## src/flash_sr_pkg.sv

```systemverilog
// constants, states and carriers of the suspend/resume and otp sequencer
// assumes a 100 MHz system clock that samples the serial link pins
package flash_sr_pkg;

  // ------------------------------------------------------------------
  // timing
  // ------------------------------------------------------------------
  localparam int CLK_MHZ = 100;
  localparam int OTP_PROG_US = 200;  // otp_program_duration
  localparam int SUSP_LAT_US = 20;   // suspend latency
  localparam int OTP_PROG_CYC = OTP_PROG_US * CLK_MHZ;
  localparam int SUSP_LAT_CYC = SUSP_LAT_US * CLK_MHZ;

  // ------------------------------------------------------------------
  // command codes and framing
  // ------------------------------------------------------------------
  localparam logic [7:0] OP_WREN = 8'h06;
  localparam logic [7:0] OP_RDFSR = 8'h70;
  localparam logic [7:0] OP_SUSP = 8'h75;
  localparam logic [7:0] OP_RESUME = 8'h7A;
  localparam logic [7:0] OP_RDOTP = 8'h4B;
  localparam logic [7:0] OP_PGOTP = 8'h42;
  localparam logic [1:0] ADDR_LAST = 2'h2;  // three address bytes

  // ------------------------------------------------------------------
  // flag status fields, otp layout, widths, reset values
  // ------------------------------------------------------------------
  localparam logic [7:0] FSR_RESET = 8'h80;
  localparam int FSR_READY = 7;
  localparam int FSR_ESUSP = 6;
  localparam int FSR_PFAIL = 4;
  localparam int FSR_PSUSP = 2;
  localparam int FSR_PROT = 1;
  localparam int OTP_BYTES = 65;
  localparam logic [6:0] OTP_LAST = 7'h40;
  localparam int OTP_LOCK_BIT = 0;
  localparam logic [7:0] OTP_ERASED = 8'hFF;
  localparam int SEC_W = 8;
  localparam int CNT_W = 24;
  localparam logic [2:0] LINK_IDLE = 3'h2;  // {clock, select, data}

  typedef enum {ST_CMD, ST_HELD, ST_ADDR, ST_DUMMY, ST_OUT, ST_FSR,
                ST_WDATA, ST_SKIP} ser_e;

  typedef struct packed {
    logic sclkRise;
    logic sclkFall;
    logic csActive;
    logic csRise;
    logic din;
  } link_s;

  typedef struct packed {
    logic act;
    logic actE;
    logic fin;
    logic susp;
    logic pS;
    logic eS;
    logic flP;
    logic flE;
    logic fail;
    logic prot;
    logic wel;
    logic otpB;
    logic rdInd;
    logic [SEC_W-1:0] actSec;
    logic [SEC_W-1:0] pSec;
    logic [SEC_W-1:0] eSec;
    logic [CNT_W-1:0] pRem;
    logic [CNT_W-1:0] eRem;
  } arr_s;

  localparam arr_s ARR_RESET = '0;

endpackage

```

## src/flash_countdown.sv

```systemverilog
// loadable down counter for self-timed operations and latencies
// assumes a load value of at least one; done pulses once per run
`timescale 1ns/1ps
`default_nettype none
module flash_countdown #(
  parameter int W = 16  // counter width
) (
  input wire logic clock,          // system clock
  input wire logic nrst,           // async reset, active low
  input wire logic load,           // load pulse
  input wire logic [W-1:0] loadVal,  // cycles to run
  input wire logic run,            // count enable
  output logic [W-1:0] remain,     // cycles left
  output logic done                // one-cycle pulse at end
);
  logic [W-1:0] cnt_q, cnt_d;
  logic done_q, done_d;

  // freezing run keeps the count; a suspend holds by saving remain for a later reload
  always_comb begin
    cnt_d = cnt_q;
    done_d = 1'b0;
    if (load) begin
      cnt_d = loadVal;
    end else if (run && cnt_q != '0) begin
      cnt_d = cnt_q - 1'b1;
      done_d = (cnt_q == W'(1));
    end
  end

  always_ff @(posedge clock or negedge nrst) begin
    if (!nrst) begin
      cnt_q <= '0;
      done_q <= 1'b0;
    end else begin
      cnt_q <= cnt_d;
      done_q <= done_d;
    end
  end

  assign remain = cnt_q;
  assign done = done_q;
endmodule  // flash_countdown
`default_nettype wire

```

## src/flash_link_sync.sv

```systemverilog
// two-stage synchroniser and edge finder for the serial link pins
// assumes link clock slow enough that each level lasts several cycles
`timescale 1ns/1ps
`default_nettype none
module flash_link_sync import flash_sr_pkg::*; (
  input wire logic clock,     // system clock
  input wire logic nrst,      // async reset, active low
  input wire logic sclkPin,   // serial link clock pin
  input wire logic chipSelN,  // chip select pin, active low
  input wire logic dinPin,    // serial input line pin
  output var link_s link      // synchronised link events
);
  logic [2:0] meta_q, meta_d, sync_q, sync_d, prev_q, prev_d;

  // first stage feeds only the second one
  always_comb begin
    meta_d = {sclkPin, chipSelN, dinPin};
    sync_d = meta_q;
    prev_d = sync_q;
  end

  always_ff @(posedge clock or negedge nrst) begin
    if (!nrst) begin
      meta_q <= LINK_IDLE;
      sync_q <= LINK_IDLE;
      prev_q <= LINK_IDLE;
    end else begin
      meta_q <= meta_d;
      sync_q <= sync_d;
      prev_q <= prev_d;
    end
  end

  // edges come from the second stage against its own history
  always_comb begin
    link.sclkRise = sync_q[2] & ~prev_q[2];
    link.sclkFall = ~sync_q[2] & prev_q[2];
    link.csActive = ~sync_q[1];
    link.csRise = sync_q[1] & ~prev_q[1];
    link.din = sync_q[0];
  end
endmodule  // flash_link_sync
`default_nettype wire

```

## src/flash_suspend_otp.sv

```systemverilog
// serial flash sequencer: program/erase suspend and resume, otp area
// assumes link pins from outside; array ops are started from ports
`timescale 1ns/1ps
`default_nettype none
// Notes on behaviour
// - suspending a program sets flag bit 2
// - suspending an erase sets flag bit 6
// - ready bit 7 rises after latency; host trusts it once read
// - op nearer done than latency finishes and clears its flag
// - suspend state volatile; flag status resets to 80h
// - one nest: program inside erase suspend, resumed last-in first
// - program suspended: reads elsewhere fine, suspended sector junk
// - erase suspended: other sectors usable, suspended sector junk
// - program to erase-suspended sector ignored, bit 4 set, latch kept
// - resumed erase does not recheck lock bits
// - accepted resume: busy bit high, ready bit low while running
// - resume ignored when nothing is suspended
// - resumed op finishing sets ready bit again
// - otp read code, address, dummy; device samples on rising clock
// - otp read data out on falling clock, address steps per byte
// - otp read address sticks at 0x40, no wrap
// - raising select ends otp read at once
// - otp program without write enable ignored, flags untouched
// - otp program starts on select rise, busy bit held
// - at most 65 bytes stored, further bytes dropped
// - otp program end clears write enable and busy
// - locked otp: program ignored, latch kept, bits 1 and 4 set
module flash_suspend_otp import flash_sr_pkg::*; #(
  parameter int OTP_CYC = OTP_PROG_CYC,  // otp program time, cycles
  parameter int LAT_CYC = SUSP_LAT_CYC   // suspend latency, cycles
) (
  input wire logic clock,                    // 100 MHz system clock
  input wire logic nrst,                     // async reset, active low
  input wire logic sclkPin,                  // serial link clock pin
  input wire logic chipSelN,                 // chip select, active low
  input wire logic serialInputLine,          // serial data in
  output logic serialOutputLine,             // serial data out
  output logic serialOutputEn,               // output line driven
  input wire logic arrayStart,               // start array op pulse
  input wire logic arrayErase,               // op is erase, else program
  input wire logic [SEC_W-1:0] arraySector,  // target sector
  input wire logic [CNT_W-1:0] arrayCycles,  // op duration, cycles
  input wire logic readReq,                  // array read check pulse
  input wire logic [SEC_W-1:0] readSector,   // sector of that read
  output logic readIndeterminate,            // last read hits suspend
  output logic writeInProgress,              // status busy bit
  output logic writeEnableLatch,             // status write enable
  output logic [7:0] flagStatus              // flag status register
);
  // ------------------------------------------------------------------
  // state
  // ------------------------------------------------------------------
  link_s link;
  arr_s a_q, a_d;
  ser_e st_q, st_d;
  logic [7:0] sh_q, sh_d, cmd_q, cmd_d, tx_q, tx_d, pd_q [OTP_BYTES];
  logic [7:0] otp_q [OTP_BYTES], otp_d [OTP_BYTES], pd_d [OTP_BYTES];
  logic [OTP_BYTES-1:0] pm_q, pm_d;
  logic [2:0] bit_q, bit_d, txc_q, txc_d;
  logic [1:0] ab_q, ab_d;
  logic [23:0] adr_q, adr_d;
  logic [6:0] ptr_q, ptr_d;
  logic so_q, so_d, oe_q, oe_d, got_q, got_d, rstSeen_q;
  logic doWren, doSusp, doRes, otpStart, otpLock, progBlock;
  logic opLoad, latLoad, suspOk, resumeOk, opDone, latDone, otpDone;
  logic [CNT_W-1:0] opVal, opRemain;

  // clamp an otp address to the last location, never wrapping
  function automatic logic [6:0] clampPtr(input logic [23:0] a);
    return (a > {17'h0, OTP_LAST}) ? OTP_LAST : a[6:0];
  endfunction

  flash_link_sync syncIn (.clock(clock), .nrst(nrst), .sclkPin(sclkPin),
    .chipSelN(chipSelN), .dinPin(serialInputLine), .link(link));

  flash_countdown #(.W(CNT_W)) opTmr (.clock(clock), .nrst(nrst),
    .load(opLoad), .loadVal(opVal), .run(a_q.act), .remain(opRemain),
    .done(opDone));

  flash_countdown #(.W(CNT_W)) latTmr (.clock(clock), .nrst(nrst),
    .load(latLoad), .loadVal(CNT_W'(LAT_CYC)), .run(a_q.susp),
    .remain(), .done(latDone));

  flash_countdown #(.W(CNT_W)) otpTmr (.clock(clock), .nrst(nrst),
    .load(otpStart), .loadVal(CNT_W'(OTP_CYC)), .run(a_q.otpB),
    .remain(), .done(otpDone));

  // ------------------------------------------------------------------
  // array operations, suspend, resume and flags
  // ------------------------------------------------------------------
  always_comb begin
    a_d = a_q;
    opLoad = 1'b0;
    opVal = arrayCycles;
    latLoad = 1'b0;
    progBlock = 1'b0;
    suspOk = 1'b0;
    resumeOk = 1'b0;
    if (readReq) begin
      a_d.rdInd = (a_q.pS && readSector == a_q.pSec) ||
                  (a_q.eS && readSector == a_q.eSec);
    end
    if (arrayStart && !a_q.act && !a_q.otpB) begin
      if (!arrayErase && a_q.eS && arraySector == a_q.eSec) begin
        progBlock = 1'b1;
        a_d.fail = 1'b1;
      end else if (!a_q.pS && !(arrayErase && a_q.eS)) begin
        a_d.act = 1'b1;
        a_d.actE = arrayErase;
        a_d.actSec = arraySector;
        opLoad = 1'b1;
      end
    end
    // suspend only while an op runs
    if (doSusp && a_q.act && !a_q.susp && !a_q.fin && !opDone) begin
      suspOk = 1'b1;
      if (a_q.actE) a_d.flE = 1'b1;
      else a_d.flP = 1'b1;
      // too close to the end to stop
      // the op timer keeps running through the latency, one cycle more
      if (opRemain <= CNT_W'(LAT_CYC + 1)) a_d.fin = 1'b1;
      else begin
        a_d.susp = 1'b1;
        latLoad = 1'b1;
      end
    end
    // latency over, park the op and show ready
    if (latDone) begin
      a_d.susp = 1'b0;
      a_d.act = 1'b0;
      if (a_q.actE) begin
        a_d.eS = 1'b1;
        a_d.eRem = opRemain;
        a_d.eSec = a_q.actSec;
      end else begin
        a_d.pS = 1'b1;
        a_d.pRem = opRemain;
        a_d.pSec = a_q.actSec;
      end
    end
    // completion restores ready, drops a pending flag
    if (opDone) begin
      a_d.act = 1'b0;
      a_d.fin = 1'b0;
      if (a_q.fin && a_q.actE) a_d.flE = 1'b0;
      if (a_q.fin && !a_q.actE) a_d.flP = 1'b0;
    end
    // resume newest first, lock bits not rechecked
    if (doRes && !a_q.act && !a_q.otpB && (a_q.pS || a_q.eS)) begin
      resumeOk = 1'b1;
      opLoad = 1'b1;
      a_d.act = 1'b1;
      if (a_q.pS) begin
        a_d.pS = 1'b0;
        a_d.flP = 1'b0;
        a_d.actE = 1'b0;
        a_d.actSec = a_q.pSec;
        opVal = a_q.pRem;
      end else begin
        a_d.eS = 1'b0;
        a_d.flE = 1'b0;
        a_d.actE = 1'b1;
        a_d.actSec = a_q.eSec;
        opVal = a_q.eRem;
      end
    end
    if (otpStart) a_d.otpB = 1'b1;
    if (otpLock) begin
      a_d.prot = 1'b1;
      a_d.fail = 1'b1;
    end
    if (otpDone) begin
      a_d.otpB = 1'b0;
      a_d.wel = 1'b0;
    end
    // write enable set wins over a clear in the same cycle
    if (doWren) a_d.wel = 1'b1;
  end

  // suspend state lives only here, flags reset to 80h
  always_ff @(posedge clock or negedge nrst) begin
    if (!nrst) begin
      a_q <= ARR_RESET;
      rstSeen_q <= 1'b0;
    end else begin
      a_q <= a_d;
      rstSeen_q <= 1'b1;
    end
  end

  assign writeInProgress = a_q.act || a_q.otpB;
  assign writeEnableLatch = a_q.wel;
  assign readIndeterminate = a_q.rdInd;
  assign flagStatus = {!(a_q.act || a_q.otpB), a_q.flE, 1'b0, a_q.fail,
                       1'b0, a_q.flP, a_q.prot, 1'b0};

  // ------------------------------------------------------------------
  // serial command engine and otp storage
  // ------------------------------------------------------------------
  always_comb begin
    st_d = st_q;
    sh_d = sh_q;
    bit_d = bit_q;
    cmd_d = cmd_q;
    ab_d = ab_q;
    adr_d = adr_q;
    ptr_d = ptr_q;
    tx_d = tx_q;
    txc_d = txc_q;
    so_d = so_q;
    oe_d = oe_q;
    got_d = got_q;
    otp_d = otp_q;
    pd_d = pd_q;
    pm_d = pm_q;
    doWren = 1'b0;
    doSusp = 1'b0;
    doRes = 1'b0;
    otpStart = 1'b0;
    otpLock = 1'b0;
    // flash cells only go from 1 to 0, so merge by and
    if (otpDone) begin
      for (int i = 0; i < OTP_BYTES; i++) begin
        if (pm_q[i]) otp_d[i] = otp_q[i] & pd_q[i];
      end
    end
    if (!link.csActive) begin
      // single-byte commands and otp program act on rise
      if (link.csRise && bit_q == 3'h0) begin
        doWren = (st_q == ST_HELD) && (cmd_q == OP_WREN);
        doSusp = (st_q == ST_HELD) && (cmd_q == OP_SUSP);
        doRes = (st_q == ST_HELD) && (cmd_q == OP_RESUME);
        otpStart = (st_q == ST_WDATA) && got_q;
      end
      // select high stops output at once
      st_d = ST_CMD;
      bit_d = 3'h0;
      ab_d = 2'h0;
      txc_d = 3'h0;
      oe_d = 1'b0;
      got_d = 1'b0;
    end else if (link.sclkRise) begin
      // input sampled on rising link clock
      sh_d = {sh_q[6:0], link.din};
      bit_d = bit_q + 3'h1;
      if (bit_q == 3'h7) begin
        case (st_q)
          ST_CMD: begin
            cmd_d = sh_d;
            case (sh_d)
              OP_WREN, OP_SUSP, OP_RESUME: st_d = ST_HELD;
              OP_RDOTP: st_d = ST_ADDR;
              OP_RDFSR: begin
                // flag status streamed, refreshed every byte
                st_d = ST_FSR;
                tx_d = flagStatus;
                oe_d = 1'b1;
              end
              OP_PGOTP: begin
                st_d = ST_SKIP;
                if (a_q.wel && !a_q.act && !a_q.otpB) begin
                  if (!otp_q[OTP_LAST][OTP_LOCK_BIT]) otpLock = 1'b1;
                  else begin
                    st_d = ST_ADDR;
                    pm_d = '0;
                  end
                end
              end
              default: st_d = ST_SKIP;
            endcase
          end
          ST_ADDR: begin
            adr_d = {adr_q[15:0], sh_d};
            ab_d = ab_q + 2'h1;
            if (ab_q == ADDR_LAST) begin
              ptr_d = clampPtr(adr_d);
              st_d = (cmd_q == OP_RDOTP) ? ST_DUMMY : ST_WDATA;
            end
          end
          ST_DUMMY: begin
            st_d = ST_OUT;
            tx_d = otp_q[ptr_q];
            ptr_d = clampPtr({17'h0, ptr_q} + 24'h1);
            oe_d = 1'b1;
          end
          ST_WDATA: begin
            got_d = 1'b1;
            // past the control byte data is dropped
            // pointer parks on the control byte; once that byte is
            // marked, every later byte falls through
            if (!pm_q[ptr_q]) begin
              pd_d[ptr_q] = sh_d;
              pm_d[ptr_q] = 1'b1;
              ptr_d = clampPtr({17'h0, ptr_q} + 24'h1);
            end
          end
          ST_HELD: st_d = ST_SKIP;
          default: st_d = st_q;
        endcase
      end
    end else if (link.sclkFall && (st_q == ST_OUT || st_q == ST_FSR)) begin
      // one bit per falling edge, msb first
      so_d = tx_q[3'h7 - txc_q];
      txc_d = txc_q + 3'h1;
      if (txc_q == 3'h7) begin
        if (st_q == ST_FSR) tx_d = flagStatus;
        else begin
          // address stops at the last location
          tx_d = otp_q[ptr_q];
          ptr_d = clampPtr({17'h0, ptr_q} + 24'h1);
        end
      end
    end
  end

  // otp contents reset erased: this model has no true retention
  always_ff @(posedge clock or negedge nrst) begin
    if (!nrst) begin
      st_q <= ST_CMD;
      sh_q <= 8'h00;
      bit_q <= 3'h0;
      cmd_q <= 8'h00;
      ab_q <= 2'h0;
      adr_q <= 24'h000000;
      ptr_q <= 7'h00;
      tx_q <= 8'h00;
      txc_q <= 3'h0;
      so_q <= 1'b0;
      oe_q <= 1'b0;
      got_q <= 1'b0;
      otp_q <= '{default: OTP_ERASED};
      pd_q <= '{default: OTP_ERASED};
      pm_q <= '0;
    end else begin
      st_q <= st_d;
      sh_q <= sh_d;
      bit_q <= bit_d;
      cmd_q <= cmd_d;
      ab_q <= ab_d;
      adr_q <= adr_d;
      ptr_q <= ptr_d;
      tx_q <= tx_d;
      txc_q <= txc_d;
      so_q <= so_d;
      oe_q <= oe_d;
      got_q <= got_d;
      otp_q <= otp_d;
      pd_q <= pd_d;
      pm_q <= pm_d;
    end
  end

  assign serialOutputLine = so_q;
  assign serialOutputEn = oe_q;
endmodule  // flash_suspend_otp
`default_nettype wire
```

## config.mk

```make
export PLATFORM = sky130hd
export DESIGN_NAME = flash_suspend_otp
export DESIGN_NICKNAME = d
export VERILOG_FILES = /design/src/flash_sr_pkg.sv /design/src/flash_countdown.sv /design/src/flash_link_sync.sv /design/src/flash_suspend_otp.sv
export SDC_FILE = /design/constraint.sdc
export NUM_CORES = 2
export LEC_CHECK = 0
export BUFFER_PORTS_ARGS = -buffer_cell sky130_fd_sc_hd__buf_2
export CAP_MARGIN = 15
export CORE_UTILIZATION = 55
export CTS_CLUSTER_DIAMETER = 50
export DETAILED_ROUTE_END_ITERATION = 7
export HOLD_SLACK_MARGIN = 0.05
export PLACE_DENSITY = 0.69
export SLEW_MARGIN = 30
export SYNTH_ARGS = -nofsm -noshare
export SYNTH_HDL_FRONTEND = slang
export SYNTH_SLANG_ARGS = --single-unit
```

## constraint.sdc

```tcl
create_clock -name clock -period 3.35 [get_ports clock]
set_clock_uncertainty 0.2 [all_clocks]
set_input_delay 0.67 -clock clock [delete_from_list [all_inputs] [get_ports clock]]
set_output_delay 0.67 -clock clock [all_outputs]
set_load 0.03 [all_outputs]
```

Word level (Yosys, flattened, before mapping)
Cells that the tools add are included.
{"block": "classes", "n_reduce_logical": 159, "addsub": 8, "muxes": 132, "magnitude_cmp": 8, "n_eq_ne": 44, "n_bitwise": 77}
{"operator": "$and A8 B8 Y8", "count": 65}
{"operator": "$bwmux W520", "count": 1}
{"operator": "$mux W65", "count": 4}
{"operator": "$mux W24", "count": 8}
{"operator": "$reduce_and A2 Y1", "count": 72}
{"operator": "$pmux W65 S2", "count": 1}
{"operator": "$mux W32", "count": 4}
{"operator": "$pmux W32 S4", "count": 1}
{"operator": "$mux W8", "count": 14}
{"operator": "$eq A32 B2 Y1 const B", "count": 3}
{"operator": "$eq A32 B4 Y1 const B", "count": 3}
{"operator": "$eq A24 B1 Y1 const B", "count": 3}
{"operator": "$reduce_bool A24 Y1", "count": 3}
{"operator": "$sub A24 B1 Y24 const B", "count": 3}
{"operator": "$or A65 B65 Y65", "count": 1}
{"operator": "$eq A8 B7 Y1 const B", "count": 8}
{"operator": "$mux W7", "count": 9}
{"operator": "$mux W1", "count": 58}
{"operator": "$bmux W8 S7", "count": 1}
{"operator": "$demux W8 S7", "count": 1}
{"operator": "$reduce_bool A2 Y1", "count": 20}
{"operator": "$eq A32 B1 Y1 const B", "count": 1}
{"operator": "$eq A32 B3 Y1 const B", "count": 1}
{"operator": "$logic_not A32 Y1", "count": 1}
{"operator": "48 further kinds", "count": 142}
{"block": "word_totals", "out_inout_bits": 13, "regBits": 1363}

Depth between registers and ports, before layout
{"block": "logic_depth", "word_depth": 14, "depth_mapped": 13}

Hierarchy
A second synthesis with hierarchy kept.
{"block": "hier_totals", "cells_unflattened": 4308, "area_unflattened_um2": 57670.3}
{"module": "flash_suspend_otp", "seq_area_each_um2": 32581.2, "area_per_inst_um2": 52791.9, "instances": 1, "cells_each": 3804}
{"module": "flash_countdown at latTmr ...", "seq_area_each_um2": 625.6, "area_per_inst_um2": 1526.5, "instances": 2, "cells_each": 162}
{"module": "flash_countdown at otpTmr", "seq_area_each_um2": 625.6, "area_per_inst_um2": 1589.0, "instances": 1, "cells_each": 167}
{"module": "flash_link_sync", "seq_area_each_um2": 203.9, "area_per_inst_um2": 236.5, "instances": 1, "cells_each": 13}

Worst setup path before layout
OpenSTA, ideal clock, no wires.
{"block": "synth_timing", "path_type": "flip-flop to flip-flop", "startpoint": "register ptr_q[1]", "endpoint": "register pd_q[136] in the netlist's numbering", "t_arrival_ns": 2.718, "stages_incl_launch_ff": 12, "required_ns": 3.068, "slack_ns": 0.349, "path_cell_list": "dfrtp_1 > buf_2 > and3_1 > clkbuf_1 > a22oi_1 > o21ai_0 > a221o_1 > and2_1 > buf_6 > buf_6 > nor4_4 > mux2_2"}
{"block": "synth_via", "elab_chain_len": 6, "elab_cells_between_ends": 11, "classes_between": "order compare: 2; mux: 5; bitwise: 2; reduce/logical: 2"}
{"item": "start, declared", "line": "flash_suspend_otp.sv:62", "text": "logic [6:0] ptr_q, ptr_d;"}
{"item": "start signal, assigned", "line": "flash_suspend_otp.sv:341", "text": "ptr_q <= ptr_d;"}
{"item": "$not A7 Y8 (implied by the code)", "line": "flash_suspend_otp.sv:292", "text": "pd_d[ptr_q] = sh_d;"}
{"item": "$ge A8 B8 Y1 (implied by the code) or $lt A8 B1 Y1 (tied branches)", "line": "flash_suspend_otp.sv:292"}
{"item": "$logic_and A1 B1 Y1 (implied by the code)", "line": "flash_suspend_otp.sv:292"}
{"item": "$mux W8 (implied by the code)", "line": "flash_suspend_otp.sv:292"}
{"item": "$demux W8 S7", "line": "flash_suspend_otp.sv:292"}
{"item": "$bwmux W520", "line": "flash_suspend_otp.sv:292"}
{"item": "end signal, assigned", "line": "flash_suspend_otp.sv:348", "text": "pd_q <= pd_d;"}
{"item": "end, declared", "line": "flash_suspend_otp.sv:56", "text": "logic [7:0] sh_q, sh_d, cmd_q, cmd_d, tx_q, tx_d, pd_q [OTP_BYTES];"}
Several ways; a longest one is shown, not always the timed one. The select of a mux whose other input is x is not followed.
A chain may end at the register's enable or synchronous reset.

Worst setup path after layout
{"block": "layout_timing", "startpoint": "register ptr_q[1]", "endpoint": "register tx_q[6]"}
{"block": "layout_via", "elab_chain_len": 8, "elab_cells_between_ends": 10, "classes_between": "mux: 9; bitwise: 1"}
{"item": "$not A7 Y8 (implied by the code) (*)", "line": "flash_suspend_otp.sv:282, flash_suspend_otp.sv:309"}
{"item": "$bmux W8 S7 (*)", "line": "flash_suspend_otp.sv:282, flash_suspend_otp.sv:309"}
{"item": "$mux W8 (implied by the code) (*) (2 in series)", "line": "flash_suspend_otp.sv:282, flash_suspend_otp.sv:309"}
{"item": "$mux W8", "line": "flash_suspend_otp.sv:306", "text": "if (st_q == ST_FSR) tx_d = flagStatus;"}
{"item": "$mux W8", "line": "flash_suspend_otp.sv:305", "text": "if (txc_q == 3'h7) begin"}
{"item": "$mux W8", "line": "flash_suspend_otp.sv:301", "text": "end else if (link.sclkFall && (st_q == ST_OUT || st_q == ST_FSR)) begin"}
{"item": "$mux W8 (*)", "line": "flash_suspend_otp.sv:242", "text": "end else if (link.sclkRise) begin"}
{"item": "end signal, assigned", "line": "flash_suspend_otp.sv:342", "text": "tx_q <= tx_d;"}
{"item": "end, declared", "line": "flash_suspend_otp.sv:56"}
Mark *: on every way between the ends. The rest lies on a longest branch, timed or not. The select of a mux whose other input is x is not followed.

==> impl_results.md <==
- Layout cells sized above 1: 0.519
- Final net count: 4,546
- Proportion of netlist area held by the largest area contributor: 0.487
- Register Area: 34,700 µm²
- Most common flop cell mapped by yosys: sky130_fd_sc_hd__dfstp_2
- Vias in the first global route: 38,100
- Wire length of the first global-routing pass: 247,000 µm
- Worst-Skew Late Latency: 0.76 ns
- Largest delay share family, worst path: buffers and inverters
- Critical path class: flop to flop
- Mean instance size in the synthesized netlist: 13.5 µm²
- Ratio of final minimum period to clock period: 1.00
- Post-Synth Simple-Gate Area: 0.0607
- Path type of the worst min-delay path: input pin to flop
- Worst vdd ir: 0.549 mV
- Number of detailed-routing iterations run before antenna repair: 6
- Count of placed standard cells including taps: 5,666
- Final design area excluding fillers: 66,100 µm²
- Most used cell, CP: sky130_fd_sc_hd__buf_4
- Clock Path Buffers: 3
- Data required time at the worst endpoint: 3.82 ns
- # Post-CTS Setup Buffers: 0
- Overall via count from detail_route: 37,500
- Worst path max stage delay: 0.54 ns
- Max Cap Violations: 0
- Core outline area: 101,000 µm²
- Multi-input gate area: 20,600 µm²
- Horizontal extent of the die: 322 µm
- Total routing usage reported by global routing: 0.319
- Row Count: 116
- Utilization of the core after routing: 0.656
- Worst max-slew margin expressed relative to the limit: 0.313
- Xor/xnor share of the synthesized area: 0.0129
- Post-synthesis adder-cell area fraction: 0.00289
- Arrival time of data at the critical path endpoint: 3.83 ns
- Largest family of logic cells by synthesized area: compound AO/OA/AOI/OAI gates
- CTS Root Cell: sky130_fd_sc_hd__clkbuf_16
- Placed standard-cell area: 60,700 µm²
- Count of input and output buffers: 57
- Final antenna-violating net count: 0
- Number of buffers created by CTS: 148
- Height of the die: 322 µm
- Violated checks: setup timing
- Total wire length: 162,000 µm
- Flip-flop and latch count after synthesis: 1,333
- Area growth, synth to finish: 17.5%
- Slew of the pin with the lowest slew margin: 1.03 ns
- # IOs: 61
- Initial antenna violation count: 4
- Die area: 104,000 µm²
- Detailed-route DRC error count: 0
- End of the worst register-to-register path: tx_q[6]
- Detail Placement HPWL: 108,000 µm
- Power Dens Cells: 541 nW/µm²
- Setup slack on the worst flop-to-flop path: -0.01 ns
- Filler-free cell count of the finished design: 5,964
- Final Hold Vio Count: 0
- Setup repair after global routing missed its margin: no
- Routed vias/inst: 6.29
- Element type at the critical path end: flop
- Setup total negative slack: -0.0113 ns
- Clock-pin transition on the worst setup and hold timing paths: 0.06 ns
- Count of cell types in the netlist: 79
- Hold_sp: arraySector[7]
- Upper clock frequency limit: 298 MHz
- Type of element launching the critical path: flop
- Maximum number of pins on one net before global-route repair: 144
- CTS H-tree lvls: 4
- Cells on Worst Hold Path: 3
- Num Clock Sinks: 1,333
- Dominant cells by area after synthesis: sky130_fd_sc_hd__dfstp_2 49%, sky130_fd_sc_hd__dfrtp_1 13%, sky130_fd_sc_hd__mux2_2 13%
- Post-synthesis cell area: 56,300 µm²
- CP cell instances: buf_4 > nor3b_2 > buf_4 > buf_4 > a22oi_1 > a41oi_1 > buf_4 > a211o_1 > nor3_1 > a31o_2 > o21ai_0
- Critical R2R Launch: ptr_q[1]
- Initial standard-cell utilization of the core: 0.559
- Top post-synthesis cells by count: 1,043 x sky130_fd_sc_hd__dfstp_2, 628 x sky130_fd_sc_hd__mux2_2, 525 x sky130_fd_sc_hd__o21a_1
- Fraction of synthesis flops using an asynchronous set or reset pin: 1.00
- Total congestion overflow: 0
- Logic depth of the worst register-to-register path: 11
- Count of flip-flops with a built-in enable after synthesis: 0
- Worst Slack Setup Final: -0.0113 ns
- Multiplexer area fraction after synthesis: 0.143
- Crit-path max FO: 13
- Buffering stage count on the worst path with inverters included: 4
- Number of fill cells in the layout: 7,444
- Number of instances in the synthesized netlist: 4,157
- Hold endpoint: a_q[71]
- Run status: complete, but fails checks
- Total setup violations reported at the end of the flow: 1
- Leading cell type by number of instances after synthesis: sky130_fd_sc_hd__dfstp_2
- CTS tree: done
- Fin. max-slew vios: 0
- Library cell contributing the largest single delay on the critical path: sky130_fd_sc_hd__dfrtp_4
- Final critical path time including I/O delays and setup: 3.36 ns
- Final weighted congestion of routability-driven global placement: 0.970
- Largest area contributor in the netlist: sky130_fd_sc_hd__dfstp_2
- LEAKAGE: 27.4 nW
- Post-synthesis compound-gate area fraction: 0.146
- Overall power after layout: 35.8 mW
- Avg WL per Cell: 27.2 µm
- Post-synthesis sequential area ratio: 0.616
- Synth warnings: 0
- DR iter-0 viols: 3,483
## cells by family (layout without fill, tap and decap cells)
group           Yosys count  count (layout)
flops                  1333            1333
compound gates         1117            1117
mux                     716             716
simple gates            637             637
buf+inv                 257             704
xor+xnor                 83              83
fa+ha+maj                13              13
other cells               1               4
## registers in the layout, summed over array words and instances (netlist names), 4 cells and up
signal	count
sh_q	7
otpTmr.remain	24
pd_q	520
flagStatus	4
tx_q	8
cmd_q	8
ptr_q	7
pm_q	65
otp_q	520
a_q	79
adr_q	16
latTmr.remain	24
opTmr.remain	24
## worst register-to-register path: cells and delay by family (launching register included)
kind / cells / cell delay, ns
buf+inv: 4 / 1.06
compound gates: 5 / 1.01
flops: 1 / 0.54
simple gates: 2 / 0.47
## how the worst max path moves through the flow
| stage | from | to | slack (ns) | cells after the start |
|---|---|---|---|---|
| global placement | ptr_q[1] | pd_q[442] | -0.04 | 11 |
| finish | ptr_q[1] | tx_q[6] | -0.01 | 11 |
| global route | ptr_q[0] | pd_q[126] | 0.001 | 9 |
| CTS | ptr_q[1] | pd_q[32] | 0.03 | 9 |
| floorplan | ptr_q[1] | pd_q[136] | 0.35 | 11 |
| detailed placement | ptr_q[1] | pd_q[460] | -0.09 | 11 |
## area by class of cell
type	instances	share of cell area
inverter	37	0.00210
timing repair buffer	396	0.0578
sequential	1333	0.525
clock buffer	210	0.0659
antenna	1	0.0000379
tap	1357	0.0257
multi-input combinational	2569	0.312
clock inverter	61	0.0114
## layer usage
metal | part of all wire | up-vias | track usage
met5 | 0.000086 | - | 0
met4 | 0.038 | 2 | 0.121
met3 | 0.079 | 345 | 0.0687
met2 | 0.45 | 1540 | 0.486
met1 | 0.43 | 19700 | 0.448
li1 | - | 15900 | -
## power breakdown
group / switching, mW / internal (mW)
clock network: 6.75 / 10.1
logic: 2.01 / 0.473
registers: 0.180 / 16.3
total: 8.94 / 26.8
## cells in the final DEF (no fill, tap or decap), drive strengths merged, types with 50 or more instances in the layout
cell type	instances
nor2	184
dfstp	1043
a221oi	50
buf	371
o21a	525
a22oi	125
nand2	186
mux2i	82
o21ai	63
clkbuf	210
mux2	628
dfrtp	290
a21oi	87
a21o	65
## timing repair
action                                  in CTS  in global routing
pin swaps                                    0                  3
resized for setup                            2                  9
gates cloned                                 0                  1
hold buffers                                25                  0
hold endpoints to repair                    72                  0
endpoints found under the setup margin      73                166
## metrics by stage
step	setup WS (ns)	hold slack [ns]
3_3_place_gp	-0.0430	0.144
6_report	-0.0113	0.0893
4_1_cts	0.0331	0.0525
3_5_place_dp	-0.0907	0.150
2_1_floorplan	0.349	0.131
5_1_grt	0.00112	0.0908
No activity file was read; power rests on OpenSTA's default activity.
